==> src/rtl/flash_host_pkg.sv <==
/*
  Constants and carrier types for the host-side flash command controller.
  Assumes a parallel NOR flash with strobe-latched command cycles.
*/
package flash_host_pkg;
  localparam int ADDR_W = 20;
  localparam int DATA_W = 16;
  localparam logic [7:0] CODE_UNLOCK1 = 8'hAA;
  localparam logic [7:0] CODE_UNLOCK2 = 8'h55;
  localparam logic [7:0] CODE_PROGRAM = 8'hA0;
  localparam logic [7:0] CODE_AUTOSEL = 8'h90;
  localparam logic [7:0] CODE_ERASE = 8'h80;
  localparam logic [7:0] CODE_CHIP_ERASE = 8'h10;
  localparam logic [7:0] CODE_SECTOR_ERASE = 8'h30;
  localparam logic [7:0] CODE_RESET = 8'hF0;
  localparam logic [19:0] ADDR_UNLOCK1_WORD = 20'h00555;
  localparam logic [19:0] ADDR_UNLOCK2_WORD = 20'h002AA;
  localparam logic [19:0] ADDR_UNLOCK1_BYTE = 20'h00AAA;
  localparam logic [19:0] ADDR_UNLOCK2_BYTE = 20'h00555;
  localparam int CLK_MHZ = 25;
  localparam int SETUP_NS = 80;
  localparam int SETUP_CYC = (SETUP_NS * CLK_MHZ + 999) / 1000;
  localparam int PULSE_NS = 80;
  localparam int PULSE_CYC = (PULSE_NS * CLK_MHZ + 999) / 1000;
  localparam int WINDOW_US = 50;
  localparam int WINDOW_CYC = (WINDOW_US * CLK_MHZ) - 1;
  localparam logic [7:0] POLL_BIT = 8'h80;
  localparam logic [7:0] FAIL_BIT = 8'h20;

  typedef enum logic [2:0] {
    OP_RESET, OP_PROGRAM, OP_CHIP_ERASE, OP_SECTOR_ERASE,
    OP_ADD_SECTOR, OP_AUTOSELECT, OP_READ
  } op_type;

  typedef struct packed {
    logic [ADDR_W-1:0] addr;
    logic [DATA_W-1:0] data;
    op_type op;
  } req_type;

  typedef struct packed {
    logic chip_sel_n;
    logic write_n;
    logic output_n;
    logic [ADDR_W-1:0] addr;
    logic [DATA_W-1:0] dq_out;
    logic dq_oe;
  } pins_type;
endpackage : flash_host_pkg

==> src/rtl/flash_host_ctrl.sv <==
/*
  Host controller that drives a parallel NOR flash through its strobes.
  Assumes the flash pins are wired to the pin struct and dq input; one clock.
*/
`timescale 1ns/1ps
module flash_host_ctrl #(
  parameter int WINDOW_CYCLES = flash_host_pkg::WINDOW_CYC
) (
  input wire logic sys_clk, // 25 MHz clock
  input wire logic reset_n, // Asynchronous reset, active low
  input wire flash_host_pkg::req_type req, // Requested operation
  input wire logic req_valid, // Request offered
  output logic req_ready, // Request taken this cycle
  input wire logic byte_mode, // Level of the width-select pin
  output logic done, // One-cycle pulse at operation end
  output logic failed, // Done with timing_failure_flag set
  output logic [flash_host_pkg::DATA_W-1:0] rd_data, // Read result
  output flash_host_pkg::pins_type pins, // Flash strobes, address, data
  input wire logic [flash_host_pkg::DATA_W-1:0] dq_in // Flash data pins
);
  import flash_host_pkg::*;

  typedef enum logic [2:0] {
    IDLE, SETUP, STROBE, HOLD, READ, POLL, POLL_GAP
  } state_type;

  typedef struct packed {
    state_type st;
    logic [3:0] step;
    logic [3:0] last;
    logic [7:0] cnt;
    logic [15:0] win;
    req_type r;
    logic poll;
    logic read_ok;
    pins_type p;
    logic done;
    logic failed;
    logic [DATA_W-1:0] rd;
    logic [DATA_W-1:0] s1;
    logic [DATA_W-1:0] s2;
    logic [DATA_W-1:0] s3;
  } all_type;

  all_type q, d;
  logic [ADDR_W-1:0] cyc_addr;
  logic [7:0] cyc_data;

  function automatic logic [ADDR_W-1:0] ul(input logic first,
                                           input logic bm);
    if (bm) begin
      ul = first ? ADDR_UNLOCK1_BYTE : ADDR_UNLOCK2_BYTE;
    end else begin
      ul = first ? ADDR_UNLOCK1_WORD : ADDR_UNLOCK2_WORD;
    end
  endfunction : ul

  // Address and data of command cycle number step of the sequence.
  always_comb begin
    cyc_addr = ul(1'b1, byte_mode);
    cyc_data = CODE_RESET;
    if (q.r.op != OP_RESET && q.r.op != OP_ADD_SECTOR) begin
      unique case (q.step)
        4'h0: cyc_data = CODE_UNLOCK1;
        4'h1: begin
          cyc_addr = ul(1'b0, byte_mode);
          cyc_data = CODE_UNLOCK2;
        end
        4'h2: begin
          if (q.r.op == OP_PROGRAM) cyc_data = CODE_PROGRAM;
          else if (q.r.op == OP_AUTOSELECT) cyc_data = CODE_AUTOSEL;
          else cyc_data = CODE_ERASE;
        end
        4'h3: begin
          if (q.r.op == OP_PROGRAM) begin
            cyc_addr = q.r.addr;
            cyc_data = q.r.data[7:0];
          end else begin
            cyc_data = CODE_UNLOCK1;
          end
        end
        4'h4: begin
          cyc_addr = ul(1'b0, byte_mode);
          cyc_data = CODE_UNLOCK2;
        end
        default: begin
          if (q.r.op == OP_CHIP_ERASE) begin
            cyc_data = CODE_CHIP_ERASE;
          end else begin
            cyc_addr = q.r.addr;
            cyc_data = CODE_SECTOR_ERASE;
          end
        end
      endcase
    end else if (q.r.op == OP_ADD_SECTOR) begin
      cyc_addr = q.r.addr;
      cyc_data = CODE_SECTOR_ERASE;
    end
  end

  always_comb begin
    d = q;
    d.done = 1'b0;
    d.failed = 1'b0;
    d.s1 = dq_in;
    d.s2 = q.s1;
    d.s3 = q.s2;
    req_ready = 1'b0;
    if (q.win != 16'h0) d.win = q.win - 16'h1;
    unique case (q.st)
      IDLE: begin
        d.p.chip_sel_n = 1'b1;
        d.p.write_n = 1'b1;
        d.p.output_n = 1'b1;
        d.p.dq_oe = 1'b0;
        // Adding a sector after the window closed is refused.
        if (req_valid && !(req.op == OP_ADD_SECTOR && q.win == 16'h0)) begin
          req_ready = 1'b1;
          d.r = req;
          d.step = 4'h0;
          d.cnt = 8'h0;
          d.st = (req.op == OP_READ) ? READ : SETUP;
          unique case (req.op)
            OP_RESET, OP_ADD_SECTOR: d.last = 4'h0;
            OP_PROGRAM, OP_AUTOSELECT: d.last = 4'h3;
            OP_CHIP_ERASE, OP_SECTOR_ERASE: d.last = 4'h5;
            default: d.last = 4'h0;
          endcase
          if (req.op == OP_AUTOSELECT) d.last = 4'h2;
          d.p.addr = req.addr;
          d.p.output_n = (req.op == OP_READ) ? 1'b0 : 1'b1;
          d.p.chip_sel_n = (req.op == OP_READ) ? 1'b0 : 1'b1;
        end
      end
      SETUP: begin
        // Address set up, then chip select and write fall together.
        d.p.addr = cyc_addr;
        d.p.dq_out = {{(DATA_W-8){1'b0}}, cyc_data};
        if (q.r.op == OP_PROGRAM && q.step == 4'h3) d.p.dq_out = q.r.data;
        d.p.dq_oe = 1'b1;
        d.cnt = q.cnt + 8'h1;
        // Pins were loaded on the first pass, so wait SETUP_CYC more.
        if (q.cnt == 8'(SETUP_CYC)) begin
          d.cnt = 8'h0;
          d.p.chip_sel_n = 1'b0;
          d.p.write_n = 1'b0;
          d.st = STROBE;
        end
      end
      STROBE: begin
        d.cnt = q.cnt + 8'h1;
        if (q.cnt == 8'(PULSE_CYC - 1)) begin
          d.cnt = 8'h0;
          d.p.write_n = 1'b1; // Data latched on this rising edge.
          d.st = HOLD;
        end
      end
      HOLD: begin
        d.p.chip_sel_n = 1'b1;
        d.p.dq_oe = 1'b0;
        if (q.step == q.last) begin
          d.step = 4'h0;
          if (q.r.op == OP_SECTOR_ERASE || q.r.op == OP_ADD_SECTOR) begin
            d.win = 16'(WINDOW_CYCLES);
            d.done = 1'b1;
            d.st = IDLE;
          end else if (q.r.op == OP_PROGRAM || q.r.op == OP_CHIP_ERASE) begin
            d.p.addr = q.r.addr;
            d.st = POLL_GAP;
          end else begin
            d.win = 16'h0;
            d.done = 1'b1;
            d.st = IDLE;
          end
        end else begin
          d.step = q.step + 4'h1;
          d.st = SETUP;
        end
      end
      POLL_GAP: begin
        d.p.chip_sel_n = 1'b1;
        d.p.output_n = 1'b1;
        d.cnt = q.cnt + 8'h1;
        if (q.cnt == 8'(SETUP_CYC + 2)) begin
          d.cnt = 8'h0;
          d.p.chip_sel_n = 1'b0;
          d.p.output_n = 1'b0;
          d.st = POLL;
        end
      end
      POLL: begin
        // Wait PULSE_CYC + 3 clocks of read access, then compare.
        d.cnt = q.cnt + 8'h1;
        // Only a value on which the last two stages agree is used.
        if (q.cnt >= 8'(PULSE_CYC + 3) && q.s2 == q.s3) begin
          d.cnt = 8'h0;
          d.st = POLL_GAP;
          d.p.chip_sel_n = 1'b1;
          d.p.output_n = 1'b1;
          // Erase reads bit 7 high once done; program reads its data bit.
          if (q.r.op == OP_CHIP_ERASE ? q.s3[7] :
              q.s3[7] == q.r.data[7]) begin
            d.done = 1'b1;
            d.st = IDLE;
          end else if (q.s3[5]) begin
            d.failed = 1'b1;
            d.done = 1'b1;
            d.st = IDLE;
          end
        end
      end
      READ: begin
        // Array read or autoselect read at the given address.
        d.cnt = q.cnt + 8'h1;
        if (q.cnt >= 8'(PULSE_CYC + 3) && q.s2 == q.s3) begin
          d.rd = q.s3;
          d.done = 1'b1;
          d.p.chip_sel_n = 1'b1;
          d.p.output_n = 1'b1;
          d.st = IDLE;
        end
      end
      default: d.st = IDLE;
    endcase
  end

  always_ff @(posedge sys_clk or negedge reset_n) begin
    if (!reset_n) begin
      q <= '0;
      q.st <= IDLE;
      q.p.chip_sel_n <= 1'b1;
      q.p.write_n <= 1'b1;
      q.p.output_n <= 1'b1;
    end else begin
      q <= d;
    end
  end

  assign pins = q.p;
  assign done = q.done;
  assign failed = q.failed;
  assign rd_data = q.rd;
endmodule : flash_host_ctrl

==> config.mk <==
export PLATFORM = sky130hd
export DESIGN_NAME = flash_host_ctrl
export DESIGN_NICKNAME = d
export VERILOG_FILES = /design/src/rtl/flash_host_pkg.sv /design/src/rtl/flash_host_ctrl.sv
export SDC_FILE = /design/constraint.sdc
export NUM_CORES = 1
export LEC_CHECK = 0
export BUFFER_PORTS_ARGS = -buffer_cell sky130_fd_sc_hd__buf_2
export CAP_MARGIN = 20
export CORE_MARGIN = 3
export CORE_UTILIZATION = 55
export CTS_CLUSTER_SIZE = 14
export DETAILED_ROUTE_END_ITERATION = 8
export PLACE_DENSITY = 0.77
export SYNTH_ARGS = -nofsm -noshare
export SYNTH_HDL_FRONTEND = slang
export SYNTH_SLANG_ARGS = --single-unit
==> constraint.sdc <==
create_clock -name sys_clk -period 3.6 [get_ports sys_clk]
set_input_delay 0.18 -clock sys_clk [delete_from_list [all_inputs] [get_ports sys_clk]]
set_output_delay 0.18 -clock sys_clk [all_outputs]
set_load 0.05 [all_outputs]
==> results.md, run 1 <==
* Die width at between 100 and 150 um
* Slew @ Worst Pin at 981 ps
* Most frequent cells in the layout: 176 x dfrtp_1, 116 x buf_2, 76 x nand2_1, 71 x o21ai_0
* Largest net degree at the start of global routing at 113
* Synth area leaders: dfrtp_1 50%, mux2_2 8.5%, buf_4 4.9%, o21ai_0 4.0%, a21oi_1 3.8%
* Fraction of registers with async set/reset at 100%
* Clock Sinks at between 150 and 200
* DIE HEIGHT at about 130 um
* Flop-to-flop setup slack at around 620 ps
* Crit-path cells: inv_1, ha_1, nor3b_1, and4_1, a21oi_2, nand3_2, inv_2, buf_2
* GRT Overall Usage at a little under a quarter
* Proportion of layout cells with a drive suffix above 1 at between 20% and 30%
* WP data required at 3420 ps
* Startpoint Class: register
* Final Cycle Share at approximately 90%
* Post-CTS setup buffers at 0
* Antenna diodes at 0
* RSZ-0062 raised after global routing: false
* Most common cell after layout, fill and taps aside: dfrtp_1
* Worst setup EP type: primary output
* Max_cap viols at 0
* Initial antenna violation count at 0
* Row count at 45
* Cell Area, Synth at 8870 um2
* Clock power share at 20.6%
* Final Hold Viols at 0
* Status: finished, final reports clean
* Vias in the first global route at between 6k and 7k
* Largest area contributor in the netlist: dfrtp_1
* Final nets at slightly above 1k
* Seq cells post-synth at ~180
* R2R depth at 10
* Post-DP HPWL at about 13000 um
* Syn avg cell area at between 10 and 15 um2
* First-pass GRT wire length at ~33000 um
* Hold-fix buffers, CTS at 40
* Worst path bufs/invs at 3
* Setup crit start: q[147]
* Yosys cell types at 66
* Worst Setup EP: req_ready
* Gpl congestion at 0.895
* Worst vdd ir at around 0.58 mV
* Port Buffers at 117
* Net Count, Synth at just over 900
* DR vias at around 6.7k
* Reg-to-Reg Start: q[147]
* Critical-path top delay cell: inv_2
* Initial Utilization at around 57%
* Area growth from synthesis to layout at 15.9%
* Number of vias per cell at about 5.7
* Sw frac at 42.6%
* Maximum root-to-sink buffer count at 2
* CORE AREA at between 15000 and 20000 um2
* Setup CP Type: reg2out
* First-pass DRT Iterations at 6
* Clock transition at path regs at ~70 ps
* DR WL/cell at about 17 um
* Remaining DRCs at 0
* Combinational share of power at between 40% and 50%
* Fill cells at approximately 1.1k
* Worst slew margin at between 30% and 40%
* Multi-input gate area at ~3700 um2
* Internal power at between 4 and 5 mW
* Die ar. at 17700 um2
* FMAX at 0.299 GHz
* DRT antenna net count at 0
* Max-slew violation count at 0
* Worst-skew pair later-pin latency at approximately 420 ps
* Top-Level Pins at 118
* Post-CTS resize count at 0
* Total gr overflow at 0
* CTS root buffer: clkbuf_16
* CTS tree: yes
* Hold crit path type: in2reg
* DRC marker count from the first detailed-route iteration at around 580
* Max stage delay on crit path at roughly 720 ps
* Synth top area share at around half
* CP arrival at between 3000 and 4000 ps
* Number of cells on the critical path at 8
* NetSw at between 3 and 4 mW
* Reg2reg end: q[177]
* Seq/Total Area, Yosys at 50.5%
* Final Skew at about 12 ps
* Crit-path max FO at 41
* Post-synth top flop: dfrtp_1
* Finish-stage setup viols at 0
* Drt total wl at between 15000 and 20000 um
* Fin Setup TNS at 0 ps
* Delay-heaviest family, CP: buffers and inverters
* Final Core Density at 66.4%
* Synth Warn # at 0
* Cts bufs inserted at 17
* Sequential fraction of design power at 36.3%
* Leak at ~4.7 nW
* Number of synthesized flops with an enable pin at 0
* PD cells at a little over 800 nW/um2
* Sequential cell area at around 4500 um2
* Min Tclk post-route at around 3300 ps
* H-tree levels at 4
* Post-Syn Instances at 846
## metrics by stage
step / total power, mW / hold WS [ps] / worst slack (ps) / std cells / cell area (um2)
3_3_place_gp: 6.58 / 288 / 634 / 1094 / 9260
4_1_cts: 8.55 / 0.0354 / 241 / 1166 / 10300
3_5_place_dp: 6.73 / 289 / 616 / 1095 / 9290
6_report: 8.55 / 14.0 / 261 / 1169 / 10300
2_1_floorplan: 5.97 / -116 / 1160 / 846 / 8870
5_1_grt: 9.12 / 4.54 / 22.8 / 1169 / 10300
## how the worst min path moves through the flow
stage,start,cells after the start,endpoint,slack (ps)
detailed placement,dq_in[3],1,d[19],290
floorplan,reset_n,0,d[0],-120
global placement,dq_in[2],1,d[18],290
global route,req[22],2,q[130],5
CTS,req[14],2,q[122],0.04
finish,req[22],2,q[130],10
## flip-flops by register name, indices dropped and copies added (netlist names)
signal / cells
pins: 40
rd_data: 16
failed: 1
q: 89
done: 1
d: 32
## cells in the mapped netlist, types with 4 or more instances
library cell / n
a211oi_1: 7
xnor2_1: 8
nor2_1: 46
a31oi_1: 4
mux2_2: 67
buf_4: 58
nor3_1: 20
inv_1: 12
mux2_4: 10
or3b_2: 4
clkbuf_1: 28
nor4_1: 10
nor3b_1: 8
nand2b_1: 11
nor2b_1: 5
o21ai_0: 71
dfrtp_1: 176
a21o_1: 4
nand2_1: 76
nand3_1: 27
a221o_1: 4
a32o_1: 8
a21oi_1: 67
ha_1: 10
xor2_1: 28
nand4_1: 4
buf_2: 7
o31ai_1: 4
## metal layers
metal | share of wire (%) | GRT usage, %
met5 | 0 | 0
met4 | 1.0 | 5.31
met3 | 5.8 | 5.06
met1 | 45 | 32.1
met2 | 48 | 36.7
## power groups by stage
stage,clock [mW],sequential [mW],combinational (mW)
2_1_floorplan,0,2.92,3.04
3_3_place_gp,0,3.09,3.49
3_5_place_dp,0,3.12,3.61
4_1_cts,1.79,3.09,3.67
5_1_grt,1.88,3.19,4.05
6_report,1.76,3.10,3.69
## layout make-up
| cell class | instances | share of cell area, % |
|---|---|---|
| sequential | 179 | 43.6 |
| multi-input combinational | 556 | 36.3 |
| timing repair buffer | 178 | 11.6 |
| clock buffer | 17 | 4.14 |
| tap | 211 | 2.57 |
| clock inverter | 14 | 1.35 |
| inverter | 14 | 0.511 |
## kinds of logic after synthesis
| logic type | count (synthesis) | share of synthesized area, % |
|---|---|---|
| AO/OA/AOI/OAI | 196 | 13.3 |
| XOR/XNOR | 36 | 3.55 |
| AND/OR/NAND/NOR | 235 | 13.2 |
| adder cells (fa/ha/maj) | 10 | 1.41 |
| flip-flops | 179 | 50.5 |
| multiplexers | 79 | 10.4 |
| buffers and inverters | 111 | 7.52 |
Power figures use the tool's default switching activity.
==> run 2, diff against run 1 <==
--- a/config.mk
+++ b/config.mk
@@ -6,12 +6,10 @@
 export NUM_CORES = 1
 export LEC_CHECK = 0
 export BUFFER_PORTS_ARGS = -buffer_cell sky130_fd_sc_hd__buf_2
-export CAP_MARGIN = 20
 export CORE_MARGIN = 3
-export CORE_UTILIZATION = 55
+export CORE_UTILIZATION = 34
 export CTS_CLUSTER_SIZE = 14
 export DETAILED_ROUTE_END_ITERATION = 8
-export PLACE_DENSITY = 0.77
 export SYNTH_ARGS = -nofsm -noshare
 export SYNTH_HDL_FRONTEND = slang
 export SYNTH_SLANG_ARGS = --single-unit
==> run 2 against run 1 <==
Critical path depth rose by 1; via count fell by 1.6%; global-route usage fell by 7.8 points; largest power group unchanged; die area rose by 59%.
==> results.md, run 2 (synthesis gave the netlist of run 1 again) <==
* Remaining DRCs at 0
* Die width at 168 um
* Startpoint Class: register
* Fin Setup TNS at 0 ps
* CP arrival at ~3000 ps
* Hold path startpoint: req[2]
* Slew @ Worst Pin at approximately 1000 ps
* Post-DP HPWL at 14200 um
* Min Tclk post-route at about 3200 ps
* DRT antenna net count at 0
* Die ar. at approximately 28000 um2
* Final Cycle Share at slightly below 90%
* Area growth from synthesis to layout at 19.1%
* DR vias at approximately 6.6k
* Worst hold path depth at 2
* Clock Sinks at about 180
* Leak at around 4.8 nW
* Worst setup EP type: primary output
* Maximum root-to-sink buffer count at 2
* Initial antenna violation count at 4
* Dpl cell area at ~9400 um2
* First-pass DRT Iterations at 6
* Worst vdd ir at 0.442 mV
* Max-slew violation count at 0
* Cts bufs inserted at 17
* Max_cap viols at 0
* Worst slew margin at 30.3%
* Setup CP Type: reg2out
* CORE AREA at approximately 25000 um2
* Final Skew at roughly 11 ps
* H-tree levels at 4
* Most common cell after layout, fill and taps aside: dfrtp_1
* DIE HEIGHT at approximately 170 um
* Port Buffers at 117
* Drt total wl at 21000 um
* Vias in the first global route at 6509
* Largest net degree at the start of global routing at about 110
* Status: finished, final reports clean
* CTS root buffer: clkbuf_16
* Initial Utilization at 34.9%
* First-pass GRT wire length at roughly 35000 um
* Setup crit start: q[147]
* FMAX at 0.314 GHz
* PD cells at 826 nW/um2
* Reg-to-Reg Start: q[147]
* Number of vias per cell at about 5
* Proportion of layout cells with a drive suffix above 1 at 27.6%
* Post-route cell area at between 10000 and 15000 um2
* Flop-to-flop setup slack at 800 ps
* Gpl congestion at around 0.83
* Hold crit path type: in2reg
* GRT Overall Usage at between 10% and 20%
* Final worst setup slack at roughly 410 ps
* CTS tree: yes
* Total gr overflow at 0
* Row count at 58
* Final Hold Viols at 0
* Crit-path max FO at 21
* Final nets at between 1k and 1.5k
* Post-Place Setup Slack at roughly 800 ps
* Most frequent cells in the layout: 176 x dfrtp_1, 116 x buf_2, 76 x nand2_1, 71 x o21ai_0
* RSZ-0062 raised after global routing: false
* DR WL/cell at around 16 um
* Finish-stage setup viols at 0
* DRC marker count from the first detailed-route iteration at 496
* WP data required at between 3000 and 4000 ps
* Post-CTS setup buffers at 0
* Antenna diodes at 0
* Worst-skew pair later-pin latency at about 440 ps
* Reg2reg end: q[127]
* Clock transition at path regs at 80 ps
* Top-Level Pins at around 120
* Top reg by flops: q
* WHS Endpoint: q[171]
* Max reg flops at between 80 and 90
* R2R depth at 9
==> run 2: cell count changes in the layout (fill, tap and decap cells not counted), sizes merged <==
cell,previous run,this run
buf,135,134
clkinv,6,8
dlygate4sd3,43,51
clkinvlp,1,0
==> run 2: area by class of cell <==
type / instances / area [um2]
clock inverters: 15 / 216
clock buffers: 17 / 425
fillers: 2455 / 14800
flip-flops and latches: 179 / 4480
well taps: 330 / 413
repair buffers: 185 / 1240
inverters: 14 / 52.6
multi-input cells: 556 / 3740
==> run 2: stage by stage <==
step / hold WS (ps) / utilization [%] / cells / power, mW
3_3_place_gp: 289 / 37.1 / 1213 / 6.70
5_1_grt: 13.7 / 41.6 / 1296 / 9.33
2_1_floorplan: -116 / - / 846 / 5.97
4_1_cts: 0.967 / 41.6 / 1296 / 8.80
6_report: 20.4 / 41.6 / 1296 / 8.74
3_5_place_dp: 289 / 37.1 / 1213 / 6.76
==> run 2: power breakdown <==
part           switching, mW  total (mW)  internal, mW
sequential             0.521        3.10          2.58
combinational           2.28        3.68          1.39
clock                  0.983        1.96         0.975
total                   3.79        8.74          4.95
==> run 2: per-layer routing <==
layer / wire length (um) / vias up / GRT usage (%)
li1: - / 3165 / -
met1: 10000 / 3191 / 21.4
met2: 9510 / 167 / 22.8
met3: 1090 / 32 / 3.61
met4: 378 / 8 / 4.73
met5: 44 / - / 0
==> run 2: how the worst max path moves through the flow <==
| stage | slack (ps) | cells after the start | end |
|---|---|---|---|
| 2_1_floorplan | 1160 | 9 | pins[29] |
| 3_3_place_gp | 880 | 9 | q[129] |
| 3_5_place_dp | 800 | 9 | q[127] |
| 4_1_cts | 380 | 9 | req_ready |
| 5_1_grt | 170 | 9 | req_ready |
| 6_report | 410 | 9 | req_ready |
==> run 2: timing repair <==
action,4_1_cts,5_1_grt
resized for setup,0,0
hold endpoints to repair,152,0
hold buffers,51,0
==> run 2: critical path: stages (launching register included) <==
cell,delay [ps]
dfrtp_1,330
inv_1,70
ha_1,280
nor3b_1,180
and4_1,290
a21oi_2,240
nand3_2,180
inv_2,420
buf_4,290
buf_2,290
